==> config.mk <==
export PLATFORM = sky130hd
export DESIGN_NAME = dpio_top
export DESIGN_NICKNAME = d
export VERILOG_FILES = /design/src/rtl/dpio_top.v
export VERILOG_INCLUDE_DIRS = /design/src /design/src/include
export SDC_FILE = /design/constraint.sdc
export NUM_CORES = 1
export LEC_CHECK = 0
export BUFFER_PORTS_ARGS = -buffer_cell sky130_fd_sc_hd__buf_4
export CAP_MARGIN = 20
export CORE_AREA = 2 2 158 113
export CTS_BUF_LIST = sky130_fd_sc_hd__clkbuf_16
export CTS_CLUSTER_DIAMETER = 40
export DETAILED_ROUTE_END_ITERATION = 10
export DIE_AREA = 0 0 160 115
export PLACE_DENSITY = 0.61
export SYNTH_ARGS = -nofsm -noshare
export SYNTH_HDL_FRONTEND = slang
export SYNTH_SLANG_ARGS = --single-unit
==> constraint.sdc <==
create_clock -name clk_sys -period 3.5 [get_ports clk_sys]
set_clock_uncertainty 0.15 [all_clocks]
set_input_delay 0.7 -clock clk_sys [delete_from_list [all_inputs] [get_ports clk_sys]]
set_output_delay 0.7 -clock clk_sys [all_outputs]
set_load 0.03 [all_outputs]
==> src/include/dpio_defs.vh <==
// register offsets, field positions, reset values for the dual port pin block
`ifndef DPIO_DEFS_VH
`define DPIO_DEFS_VH
`define DPIO_OFS_FIRST_DATA    5'h00
`define DPIO_OFS_FIRST_DIR     5'h04
`define DPIO_OFS_FIRST_PULLUP  5'h08
`define DPIO_OFS_CHANGE_EN     5'h0C
`define DPIO_OFS_SECOND_DATA   5'h10
`define DPIO_OFS_SECOND_DIR    5'h14
`define DPIO_OFS_IRQ_CTRL      5'h18
`define DPIO_OFS_OPTION        5'h1C
`define DPIO_OFS_LCD_CTRL      5'h08
`define DPIO_OFS_SEG_LOW       5'h0C
`define DPIO_OFS_SEG_MID       5'h10
`define DPIO_OFS_PERIPH        5'h14
`define DPIO_PAGE_MAIN         2'h0
`define DPIO_PAGE_LCD          2'h1
`define DPIO_RST_FIRST_DIR     8'hFF
`define DPIO_RST_FIRST_PULLUP  8'hFF
`define DPIO_RST_CHANGE_EN     4'h0
`define DPIO_RST_IRQ_CTRL      8'h00
`define DPIO_RST_OPTION        8'hFF
`define DPIO_RST_LCD_CTRL      8'h13
`define DPIO_RST_SEG           8'h00
`define DPIO_RST_SECOND_DIR    8'hFF
`define DPIO_RST_PERIPH        8'h00
`define DPIO_BIT_PULLUP_DIS_N  7
`define DPIO_BIT_EDGE_SEL      6
`define DPIO_BIT_LCD_EN        7
`define DPIO_BIT_BIAS_EN       4
`define DPIO_BIT_GIE           7
`define DPIO_BIT_PERIPHERAL_IRQ_ENABLE          6
`define DPIO_BIT_TIMER0_IRQ_ENABLE          5
`define DPIO_BIT_EXT_IE        4
`define DPIO_BIT_CHG_IE        3
`define DPIO_BIT_TIMER0_IRQ_FLAG          2
`define DPIO_BIT_EXT_IF        1
`define DPIO_BIT_CHG_IF        0
`define DPIO_BIT_CCP_OUT       0
`define DPIO_BIT_SDO_OUT       1
`define DPIO_BIT_DBG_OUT       2
`endif

==> src/rtl/dpio_top.v <==
// dual 8-bit general-purpose pin port with lcd sharing and AXI4-Lite registers
// Functional notes
// [RULE1] second port: eight pins, latch and direction
// [RULE2] write updates latch; driven only when output
// [RULE3] direction 1 input tristate, 0 drives latch
// [RULE4] data read returns sampled pin levels
// [RULE5] first port direction resets to all ones
// [RULE6] first port pullup enables reset to ones
// [RULE7] change enable: upper four bits only
// [RULE8] interrupt control bits, reset zero, flag kept
// [RULE9] option: pullup disable bit7, edge bit6
// [RULE10] first port pin0 external edge interrupt
// [RULE11] lcd analog outputs on selected pins
// [RULE12] second port pins 0-2 lcd bias inputs
// [RULE13] bias select and read gating by multiplex
// [RULE14] lcd control resets to 0x13
// [RULE15] segment enables clear only on power reset
// [RULE16] second pin5 timer1 clock or capture/pwm
// [RULE17] second pin4 timer1 gate or serial out
// [RULE18] first pins 7/6 programming data/clock
// [RULE19] pullup off while pin is output; first pin 7 keeps its pullup while debugger_data_oe drives it
// [RULE20] lcd analog pins disable digital driver
//
// Local design decisions: the AXI4-Lite register port and the register offsets.
`include "dpio_defs.vh"
module dpio_top (
  input  wire        clk_sys,
  input  wire        sys_rst,
  input  wire        por_rst,
  input  wire [4:0]  s_axi_awaddr,
  input  wire [1:0]  s_axi_awpage,
  input  wire        s_axi_awvalid,
  output wire        s_axi_awready,
  input  wire [31:0] s_axi_wdata,
  input  wire [3:0]  s_axi_wstrb,
  input  wire        s_axi_wvalid,
  output wire        s_axi_wready,
  output reg  [1:0]  s_axi_bresp,
  output reg         s_axi_bvalid,
  input  wire        s_axi_bready,
  input  wire [4:0]  s_axi_araddr,
  input  wire [1:0]  s_axi_arpage,
  input  wire        s_axi_arvalid,
  output wire        s_axi_arready,
  output reg  [31:0] s_axi_rdata,
  output reg  [1:0]  s_axi_rresp,
  output reg         s_axi_rvalid,
  input  wire        s_axi_rready,
  input  wire [7:0]  first_pin_in,
  output wire [7:0]  first_pin_out,
  output wire [7:0]  first_pin_oe,
  output wire [7:0]  first_pin_pullup,
  input  wire [7:0]  second_pin_in,
  output wire [7:0]  second_pin_out,
  output wire [7:0]  second_pin_oe,
  output wire [7:0]  lcd_analog_sel_first,
  output wire [7:0]  lcd_analog_sel_second,
  output wire [2:0]  lcd_bias_input_sel,
  output wire        ext_irq_event,
  output wire        timer1_clock_in,
  output wire        timer1_gate_in,
  input  wire        capture_compare_pwm_one_out,
  output wire        capture_in,
  input  wire        serial_data_out,
  input  wire        debugger_data_out,
  input  wire        debugger_data_oe,
  output wire        serial_program_clock,
  output wire        serial_program_data,
  input  wire        timer0_overflow,
  output wire        irq_request
);
  reg  [7:0] first_port_latch;
  reg  [7:0] first_port_direction;
  reg  [7:0] first_port_pullup_enable;
  reg  [3:0] change_interrupt_enable;
  reg  [7:0] second_port_latch;
  reg  [7:0] second_port_direction;
  reg  [7:1] irq_ctrl_upper;
  reg        port_change_irq_flag;
  wire [7:0] interrupt_control;
  reg  [7:0] option_control;
  reg  [7:0] lcd_control;
  reg  [7:0] lcd_segment_enable_low;
  reg  [7:0] lcd_segment_enable_mid;
  reg  [7:0] periph_select;
  reg  [3:0] change_snapshot;
  reg        ext_pin_prev;
  reg        aw_held;
  reg        w_held;
  reg  [4:0] aw_addr;
  reg  [1:0] aw_page;
  reg  [31:0] w_data;
  reg  [3:0] w_strb;
  reg  [31:0] next_rdata;
  reg        next_rok;
  reg        wr_ok;
  wire       do_write;
  wire       do_read;
  wire       wr_main;
  wire       wr_lcd;
  wire       rd_main;
  wire       rd_lcd;
  wire [1:0] lcd_multiplex_select;
  wire       lcd_module_enable;
  wire       lcd_bias_input_enable;
  wire       mux_active;
  wire [7:0] first_read;
  wire [7:0] second_read;
  wire       ext_edge;
  wire       change_hit;
  wire       global_pullup_disable_n;
  wire       ext_irq_edge_select;

  assign lcd_multiplex_select    = lcd_control[1:0];
  assign lcd_module_enable       = lcd_control[`DPIO_BIT_LCD_EN];
  assign lcd_bias_input_enable   = lcd_control[`DPIO_BIT_BIAS_EN];
  assign mux_active              = (lcd_multiplex_select != 2'h0);
  assign global_pullup_disable_n = option_control[`DPIO_BIT_PULLUP_DIS_N];
  assign ext_irq_edge_select     = option_control[`DPIO_BIT_EDGE_SEL];
  // change flag lives in the power reset domain, the rest in the ordinary one
  assign interrupt_control       = {irq_ctrl_upper, port_change_irq_flag};

  // segment map: first port pins 0-3 seg 0-3, 6 seg14, 7 seg13; second port 3 seg6, 4 seg11, 5 seg10
  assign lcd_analog_sel_first = {lcd_segment_enable_mid[5], lcd_segment_enable_mid[6],
    {2{lcd_module_enable && mux_active}}, lcd_segment_enable_low[3:0]} &
    {8{lcd_module_enable}}; // RULE11
  assign lcd_analog_sel_second = {2'h0, lcd_segment_enable_mid[2], lcd_segment_enable_mid[3],
    lcd_segment_enable_low[6], 3'h0} & {8{lcd_module_enable}}; // RULE11
  assign lcd_bias_input_sel = {3{lcd_bias_input_enable && mux_active}}; // RULE12 RULE13

  // alternate drivers override the latch; lcd analog use kills the driver
  wire [7:0] first_drive_oe  = ~first_port_direction;
  wire [7:0] second_drive_oe = ~second_port_direction;
  assign first_pin_out = {debugger_data_oe ? debugger_data_out : first_port_latch[7],
    first_port_latch[6:0]}; // RULE18
  assign first_pin_oe  = {first_drive_oe[7] | debugger_data_oe, first_drive_oe[6:0]} &
    ~lcd_analog_sel_first; // RULE20
  assign second_pin_out = {second_port_latch[7:6],
    periph_select[`DPIO_BIT_CCP_OUT] ? capture_compare_pwm_one_out : second_port_latch[5],
    periph_select[`DPIO_BIT_SDO_OUT] ? serial_data_out : second_port_latch[4],
    second_port_latch[3:0]}; // RULE2 RULE16 RULE17
  assign second_pin_oe = second_drive_oe & ~lcd_analog_sel_second &
    ~{5'h00, lcd_bias_input_sel}; // RULE3 RULE20
  assign first_pin_pullup = first_port_pullup_enable & first_port_direction &
    {8{~global_pullup_disable_n}}; // RULE19

  assign serial_program_clock = first_pin_in[6]; // RULE18
  assign serial_program_data  = first_pin_in[7]; // RULE18
  assign timer1_clock_in      = second_pin_in[5]; // RULE16
  assign capture_in           = second_pin_in[5]; // RULE16
  assign timer1_gate_in       = second_pin_in[4]; // RULE17

  // bias pin1 digital read is blocked while lcd uses it
  assign first_read  = first_pin_in; // RULE4
  assign second_read = {second_pin_in[7:2],
    second_pin_in[1] & ~(lcd_module_enable && mux_active), second_pin_in[0]}; // RULE4 RULE13

  // ext interrupt edge on first pin 0; edge select 1 = rising
  assign ext_edge = ext_irq_edge_select ? (first_pin_in[0] & ~ext_pin_prev) :
                                          (~first_pin_in[0] & ext_pin_prev); // RULE10
  assign ext_irq_event = ext_edge;
  assign change_hit = |((first_pin_in[7:4] ^ change_snapshot) & change_interrupt_enable);
  assign irq_request = interrupt_control[`DPIO_BIT_GIE] &
    |(interrupt_control[5:3] & interrupt_control[2:0]);

  // axi write channel: address and data accepted independently
  assign s_axi_awready = ~aw_held & ~s_axi_bvalid;
  assign s_axi_wready  = ~w_held & ~s_axi_bvalid;
  assign do_write = aw_held & w_held & ~s_axi_bvalid;
  assign wr_main  = do_write & (aw_page == `DPIO_PAGE_MAIN) & w_strb[0];
  assign wr_lcd   = do_write & (aw_page == `DPIO_PAGE_LCD) & w_strb[0];
  assign s_axi_arready = ~s_axi_rvalid;
  assign do_read = s_axi_arvalid & ~s_axi_rvalid;
  assign rd_main = do_read & (s_axi_arpage == `DPIO_PAGE_MAIN);
  assign rd_lcd  = do_read & (s_axi_arpage == `DPIO_PAGE_LCD);

  always @* begin
    wr_ok = 1'b0;
    if (aw_page == `DPIO_PAGE_MAIN) begin
      wr_ok = 1'b1;
    end else if (aw_page == `DPIO_PAGE_LCD) begin
      wr_ok = (aw_addr == `DPIO_OFS_LCD_CTRL) || (aw_addr == `DPIO_OFS_SEG_LOW) ||
              (aw_addr == `DPIO_OFS_SEG_MID) || (aw_addr == `DPIO_OFS_PERIPH);
    end
  end

  always @* begin
    next_rdata = 32'h0000_0000;
    next_rok   = 1'b1;
    if (s_axi_arpage == `DPIO_PAGE_MAIN) begin
      case (s_axi_araddr)
        `DPIO_OFS_FIRST_DATA:   next_rdata[7:0] = first_read;
        `DPIO_OFS_FIRST_DIR:    next_rdata[7:0] = first_port_direction;
        `DPIO_OFS_FIRST_PULLUP: next_rdata[7:0] = first_port_pullup_enable;
        `DPIO_OFS_CHANGE_EN:    next_rdata[7:0] = {change_interrupt_enable, 4'h0}; // RULE7
        `DPIO_OFS_SECOND_DATA:  next_rdata[7:0] = second_read; // RULE4
        `DPIO_OFS_SECOND_DIR:   next_rdata[7:0] = second_port_direction;
        `DPIO_OFS_IRQ_CTRL:     next_rdata[7:0] = interrupt_control;
        `DPIO_OFS_OPTION:       next_rdata[7:0] = option_control;
        default:                next_rok = 1'b0;
      endcase
    end else if (s_axi_arpage == `DPIO_PAGE_LCD) begin
      case (s_axi_araddr)
        `DPIO_OFS_LCD_CTRL: next_rdata[7:0] = lcd_control;
        `DPIO_OFS_SEG_LOW:  next_rdata[7:0] = lcd_segment_enable_low;
        `DPIO_OFS_SEG_MID:  next_rdata[7:0] = lcd_segment_enable_mid;
        `DPIO_OFS_PERIPH:   next_rdata[7:0] = periph_select;
        default:            next_rok = 1'b0;
      endcase
    end else begin
      next_rok = 1'b0;
    end
  end

  always @(posedge clk_sys or posedge sys_rst) begin
    if (sys_rst) begin
      aw_held      <= 1'b0;
      w_held       <= 1'b0;
      aw_addr      <= 5'h00;
      aw_page      <= 2'h0;
      w_data       <= 32'h0000_0000;
      w_strb       <= 4'h0;
      s_axi_bvalid <= 1'b0;
      s_axi_bresp  <= 2'h0;
      s_axi_rvalid <= 1'b0;
      s_axi_rresp  <= 2'h0;
      s_axi_rdata  <= 32'h0000_0000;
    end else begin
      if (s_axi_awvalid && s_axi_awready) begin
        aw_held <= 1'b1;
        aw_addr <= s_axi_awaddr;
        aw_page <= s_axi_awpage;
      end
      if (s_axi_wvalid && s_axi_wready) begin
        w_held <= 1'b1;
        w_data <= s_axi_wdata;
        w_strb <= s_axi_wstrb;
      end
      if (do_write) begin
        aw_held      <= 1'b0;
        w_held       <= 1'b0;
        s_axi_bvalid <= 1'b1;
        s_axi_bresp  <= wr_ok ? 2'h0 : 2'h2;
      end else if (s_axi_bready) begin
        s_axi_bvalid <= 1'b0;
      end
      if (do_read) begin
        s_axi_rvalid <= 1'b1;
        s_axi_rdata  <= next_rdata;
        s_axi_rresp  <= next_rok ? 2'h0 : 2'h2;
      end else if (s_axi_rready) begin
        s_axi_rvalid <= 1'b0;
      end
    end
  end

  // ordinary reset registers
  always @(posedge clk_sys or posedge sys_rst) begin
    if (sys_rst) begin
      first_port_direction     <= `DPIO_RST_FIRST_DIR; // RULE5
      first_port_pullup_enable <= `DPIO_RST_FIRST_PULLUP; // RULE6
      change_interrupt_enable  <= `DPIO_RST_CHANGE_EN; // RULE7
      second_port_direction    <= `DPIO_RST_SECOND_DIR;
      irq_ctrl_upper           <= 7'h00; // RULE8
      option_control           <= `DPIO_RST_OPTION; // RULE9
      lcd_control              <= `DPIO_RST_LCD_CTRL; // RULE14
      periph_select            <= `DPIO_RST_PERIPH;
      // reset selects rising edges; assume high so a pulled-up pin gives no false edge
      ext_pin_prev             <= 1'b1; // RULE10
    end else begin
      ext_pin_prev <= first_pin_in[0];
      if (wr_main) begin
        case (aw_addr)
          `DPIO_OFS_FIRST_DIR:    first_port_direction <= w_data[7:0];
          `DPIO_OFS_FIRST_PULLUP: first_port_pullup_enable <= w_data[7:0];
          `DPIO_OFS_CHANGE_EN:    change_interrupt_enable <= w_data[7:4]; // RULE7
          `DPIO_OFS_SECOND_DIR:   second_port_direction <= w_data[7:0]; // RULE3
          `DPIO_OFS_OPTION:       option_control <= w_data[7:0];
          default:                ;
        endcase
      end
      if (wr_lcd) begin
        case (aw_addr)
          `DPIO_OFS_LCD_CTRL: lcd_control <= w_data[7:0];
          `DPIO_OFS_PERIPH:   periph_select <= w_data[7:0];
          default:            ;
        endcase
      end
      // hardware set beats software clear for both flags
      irq_ctrl_upper[7:3] <= (wr_main && aw_addr == `DPIO_OFS_IRQ_CTRL) ?
        w_data[7:3] : interrupt_control[7:3]; // RULE8
      irq_ctrl_upper[2] <= timer0_overflow | ((wr_main && aw_addr == `DPIO_OFS_IRQ_CTRL) ?
        w_data[2] : interrupt_control[2]); // RULE8
      irq_ctrl_upper[1] <= ext_edge | ((wr_main && aw_addr == `DPIO_OFS_IRQ_CTRL) ?
        w_data[1] : interrupt_control[1]); // RULE10
    end
  end

  // change flag, latches and snapshot survive ordinary reset; flag cleared only by power reset
  always @(posedge clk_sys or posedge por_rst) begin
    if (por_rst) begin
      port_change_irq_flag   <= 1'b0;
      first_port_latch       <= 8'h00;
      second_port_latch      <= 8'h00;
      change_snapshot        <= 4'h0;
      lcd_segment_enable_low <= `DPIO_RST_SEG; // RULE15
      lcd_segment_enable_mid <= `DPIO_RST_SEG; // RULE15
    end else begin
      port_change_irq_flag <= (change_hit & ~sys_rst) | ((wr_main && aw_addr ==
        `DPIO_OFS_IRQ_CTRL) ? w_data[0] : interrupt_control[0]); // RULE8
      if ((wr_main || (rd_main && !sys_rst)) &&
          ((wr_main ? aw_addr : s_axi_araddr) == `DPIO_OFS_FIRST_DATA)) begin
        change_snapshot <= first_pin_in[7:4];
      end
      if (wr_main && aw_addr == `DPIO_OFS_FIRST_DATA) begin
        first_port_latch <= w_data[7:0];
      end
      if (wr_main && aw_addr == `DPIO_OFS_SECOND_DATA) begin
        second_port_latch <= w_data[7:0]; // RULE1 RULE2
      end
      if (wr_lcd && aw_addr == `DPIO_OFS_SEG_LOW) begin
        lcd_segment_enable_low <= w_data[7:0];
      end
      if (wr_lcd && aw_addr == `DPIO_OFS_SEG_MID) begin
        lcd_segment_enable_mid <= w_data[7:0];
      end
    end
  end

  wire unused_ok = rd_lcd;
endmodule // dpio_top

==> impl_results.html <==
<table>
<tr><th>Metric</th><th>Value</th></tr>
<tr><th colspan="2">Status</th></tr>
<tr><td>Status</td><td>finished clean</td></tr>
<tr><th colspan="2">Finish</th></tr>
<tr><td>Commonest cells after routing, fill and taps aside</td><td>130 x buf_4, 108 x mux2_2, 91 x dfrtp_1</td></tr>
<tr><td>Layout cell share with drive strength beyond 1</td><td>49.85%</td></tr>
<tr><td>Area overhead of the layout relative to synthesis</td><td>20.65%</td></tr>
<tr><td>Number of filler instances in the final layout</td><td>1573</td></tr>
<tr><td>Most common cell after layout, fill and taps aside</td><td>buf_4</td></tr>
<tr><td>Non-filler cells in the finished layout</td><td>883</td></tr>
<tr><td>Final #Nets</td><td>718</td></tr>
<tr><td>Antenna cells</td><td>0</td></tr>
<tr><th colspan="2">Die</th></tr>
<tr><td>Core Box Area</td><td>0.01692 mm2</td></tr>
<tr><td>Initial cell density of the core</td><td>39.36%</td></tr>
<tr><td>Number of top-level pins</td><td>186</td></tr>
<tr><td>Floorplan row count</td><td>40</td></tr>
<tr><td>Die Area</td><td>0.01840 mm2</td></tr>
<tr><td>Die boundary width</td><td>160 um</td></tr>
<tr><td>Die Span Y</td><td>115 um</td></tr>
<tr><th colspan="2">Drt</th></tr>
<tr><td>Met1 wire length</td><td>8340 um</td></tr>
<tr><td>Routed via count divided by cell count</td><td>5.151</td></tr>
<tr><td>Detailed-routed wire length on met3</td><td>1410 um</td></tr>
<tr><td>Detail Route met2 WL</td><td>7964 um</td></tr>
<tr><td>Vias after detailed routing</td><td>4548</td></tr>
<tr><td>Detailed-route DRC error count</td><td>0</td></tr>
<tr><td>Antenna viol nets, final</td><td>0</td></tr>
<tr><td>Number of DRC violations after detailed-routing iteration 0</td><td>244</td></tr>
<tr><td>Sum of routed wire length over all layers</td><td>17870 um</td></tr>
<tr><td>Uppermost layer routed</td><td>met4</td></tr>
<tr><td>Number of detailed-route iterations in the first pass</td><td>4</td></tr>
<tr><td>WL/cell</td><td>20.23 um</td></tr>
<tr><th colspan="2">Yosys</th></tr>
<tr><td>Sequential-to-total area share from yosys stat</td><td>48.40%</td></tr>
<tr><td>Prevailing post-synth register cell</td><td>dfrtp_1</td></tr>
<tr><td>Largest family of logic cells by synthesized area</td><td>multiplexers</td></tr>
<tr><td>Post-Synth Simple-Gate Area</td><td>10.35%</td></tr>
<tr><td>Cell types occupying the most area after synthesis</td><td>dfrtp_1 34%, mux2_2 18%, dfstp_2 14%</td></tr>
<tr><td>XOR/XNOR share of the synthesized area</td><td>0.6576%</td></tr>
<tr><td>Adder-Cell Fraction of Synth Area</td><td>0%</td></tr>
<tr><td>Post-synth EDFFs</td><td>0</td></tr>
<tr><td>Post-synthesis cell area</td><td>0.006659 mm2</td></tr>
<tr><td>Average cell area after synthesis</td><td>12.24 um2</td></tr>
<tr><td>Post-Synthesis Cells</td><td>544</td></tr>
<tr><td>Synthesis Warnings</td><td>0</td></tr>
<tr><td>Yosys reg bits</td><td>127</td></tr>
<tr><td>Top-area cell type share of the netlist area</td><td>34.20%</td></tr>
<tr><td>Distinct cell type count after synthesis</td><td>54</td></tr>
<tr><td>Share of the synthesized area in compound gates (AO/OA/AOI/OAI)</td><td>6.614%</td></tr>
<tr><td>Share of async-settable or async-resettable flops after synthesis</td><td>100.0%</td></tr>
<tr><td>Share of cell area taken by muxes after synthesis</td><td>24.93%</td></tr>
<tr><td>Area leader, netlist</td><td>dfrtp_1</td></tr>
<tr><th colspan="2">Power</th></tr>
<tr><td>Leak Pwr</td><td>3.847 nW</td></tr>
<tr><td>Pwr Total</td><td>5.394 mW</td></tr>
<tr><td>Worst vdd rail ir drop</td><td>0.0005264 V</td></tr>
<tr><td>Power density of the placed cells</td><td>671.4 mW/mm2</td></tr>
<tr><th colspan="2">STA</th></tr>
<tr><td>Min Clock Period, post-route</td><td>2.599 ns</td></tr>
<tr><td>Slew margin rel.</td><td>38.87%</td></tr>
<tr><td>Final-report hold violation count</td><td>0</td></tr>
<tr><td>Final setup fails</td><td>0</td></tr>
<tr><td>Unrepaired setup endpoints after global routing</td><td>no</td></tr>
<tr><td>Fmax</td><td>384.7 MHz</td></tr>
<tr><td>Period utilisation layout</td><td>74.27%</td></tr>
<tr><td>Max Slew Vio Count</td><td>0</td></tr>
<tr><td>Summed negative setup slack over all endpoints</td><td>0 ns</td></tr>
<tr><td>Slew at the pin with the worst max-slew slack</td><td>0.9145 ns</td></tr>
<tr><th colspan="2">Global routing</th></tr>
<tr><td>Aggregate global routing overflow</td><td>0</td></tr>
<tr><td>Largest net degree at the start of global routing</td><td>46</td></tr>
<tr><td>Number of antenna violations at the first check in global routing</td><td>0</td></tr>
<tr><td>GRT Overall Usage</td><td>19.81%</td></tr>
<tr><td>Number of global-route vias before repair</td><td>4546</td></tr>
<tr><td>Global-route wire length before repair</td><td>27020 um</td></tr>
<tr><th colspan="2">Clock network</th></tr>
<tr><td>TritonCTS buffer count</td><td>17</td></tr>
<tr><td>Gates resized, CTS repair</td><td>0</td></tr>
<tr><td>Post CTS Setup Buffer Count</td><td>0</td></tr>
<tr><td>Clk Latency, worst-skew pair</td><td>0.41 ns</td></tr>
<tr><td>Clock transition at the register clock pins on the worst setup and hold paths after CTS</td><td>0.05 ns</td></tr>
<tr><td>Quantity of hold-fixing buffers added after cts</td><td>0</td></tr>
<tr><td>Clock tree buffer depth</td><td>2</td></tr>
<tr><td>CTS H-Tree Depth</td><td>4</td></tr>
<tr><td>TritonCTS clock tree</td><td>done</td></tr>
<tr><td>Clock Tree Root</td><td>clkbuf_16</td></tr>
<tr><td>Sinks on the clock net</td><td>127</td></tr>
<tr><th colspan="2">Setup path</th></tr>
<tr><td>Data arrival time of the critical path</td><td>1.75 ns</td></tr>
<tr><td>Sequence of cells on the critical path</td><td>o21a_1, nor2_1, buf_4</td></tr>
<tr><td>Cell with the largest stage delay on the worst path</td><td>dfrtp_1</td></tr>
<tr><td>CP Class</td><td>register to output port</td></tr>
<tr><td>Type of element capturing the critical path</td><td>output port</td></tr>
<tr><td>Cell family with the largest share of critical-path delay</td><td>flip-flops</td></tr>
<tr><td>Worst setup SP type</td><td>register</td></tr>
<tr><td>Largest fanout on the critical path</td><td>12</td></tr>
<tr><td>Max stage delay on crit path</td><td>0.60 ns</td></tr>
<tr><td>WP data required</td><td>2.65 ns</td></tr>
<tr><td>Bufs and invs on worst path</td><td>1</td></tr>
<tr><th colspan="2">Placed design</th></tr>
<tr><td>DP Wirelength</td><td>12750 um</td></tr>
<tr><td>Placed Cells incl. Taps</td><td>851</td></tr>
<tr><td>Global placer's final weighted congestion</td><td>0.8068</td></tr>
<tr><td>Number of buffer cells added on primary ports</td><td>127</td></tr>
<tr><th colspan="2">Flow run</th></tr>
<tr><td>Number of max-cap violations</td><td>0</td></tr>
<tr><th colspan="2">Min path</th></tr>
<tr><td>Worst hold path type</td><td>primary input to async pin</td></tr>
</table>
cells by family after synthesis:
kind of cell | count (synthesis)
multiplexers | 144
flip-flops | 127
AND/OR/NAND/NOR | 105
buffers and inverters | 98
AO/OA/AOI/OAI | 64
XOR/XNOR | 5
other | 1
through the flow:
step | cell area [um2] | setup slack (ns) | hold slack [ns] | util (%)
after global routing | 8034 | 0.8256 | 0.2554 | 47.49
after detailed placement | 7492 | 0.9389 | 0.3268 | 44.29
after global placement | 7492 | 0.9458 | 0.3162 | 44.29
after floorplan | 6771 | 0.3743 | 0.3254 | -
after CTS | 8034 | 0.9208 | 0.2538 | 47.49
final | 8034 | 0.9007 | 0.2664 | 47.49
cell usage after synthesis (9+ instances only):
cell,count
buf_2,10
mux2i_1,26
inv_1,14
o21ai_0,18
and2_1,11
dfstp_2,36
a22oi_1,12
nor2_1,31
buf_4,54
mux2_2,108
nand2_1,20
dfrtp_1,91
o22ai_1,9
clkbuf_1,16
per-layer routing:
metal | vias to the layer above | global-route usage [%]
met5 | - | 0
met4 | 0 | 5.405
met3 | 11 | 5.628
met2 | 166 | 30.42
met1 | 2318 | 27.73
li1 | 2053 | -
flip-flops by register name (all words and copies together), names as in the netlist, 2 cells and up:
signal,count
first_port_direction,8
first_port_latch,8
first_port_pullup_enable,8
lcd_control,8
lcd_segment_enable_low,8
lcd_segment_enable_mid,8
option_control,8
periph_select,8
s_axi_rdata,8
second_port_direction,8
second_port_latch,8
w_data,8
irq_ctrl_upper,7
aw_addr,5
change_interrupt_enable,4
change_snapshot,4
aw_page,2
path summary, 6_finish.rpt:
path / from / endpoint / cells after the start / slack [ns]
worst max-delay path: lcd_control[7] / first_pin_oe[5] / 3 / 0.90
max in group asynchronous: sys_rst / second_port_direction[5] / 3 / 2.04
worst min register to register: s_axi_rresp[1] / s_axi_rresp[1] / 2 / 0.33
worst min-delay path: por_rst / second_port_latch[7] / 3 / 0.27
worst max register to register: aw_addr[1] / change_snapshot[2] / 4 / 1.07
min in group clk_sys: first_pin_in[0] / ext_pin_prev / 1 / 0.27
where the power goes:
group / internal, mW / switching [mW] / total (mW)
logic: 0.639 / 0.687 / 1.33
clock network: 1.02 / 0.619 / 1.64
registers: 1.87 / 0.562 / 2.43
total: 3.53 / 1.87 / 5.39
tightest hold or removal path, stage by stage:
cell   delay [ns]
buf_4        0.10
inv_1        0.04
buf_4        0.43
final cells by class:
type | count | area, um2 | area share (%)
clock buffers | 17 | 425.4 | 5.295
clock inverters | 15 | 116.4 | 1.448
inverters | 14 | 53.80 | 0.6697
multi-input cells | 349 | 2950 | 36.72
flip-flops and latches | 127 | 3223 | 40.12
well taps | 231 | 289.0 | 3.598
repair buffers | 130 | 975.9 | 12.15
(Power assumes the default switching activity.)
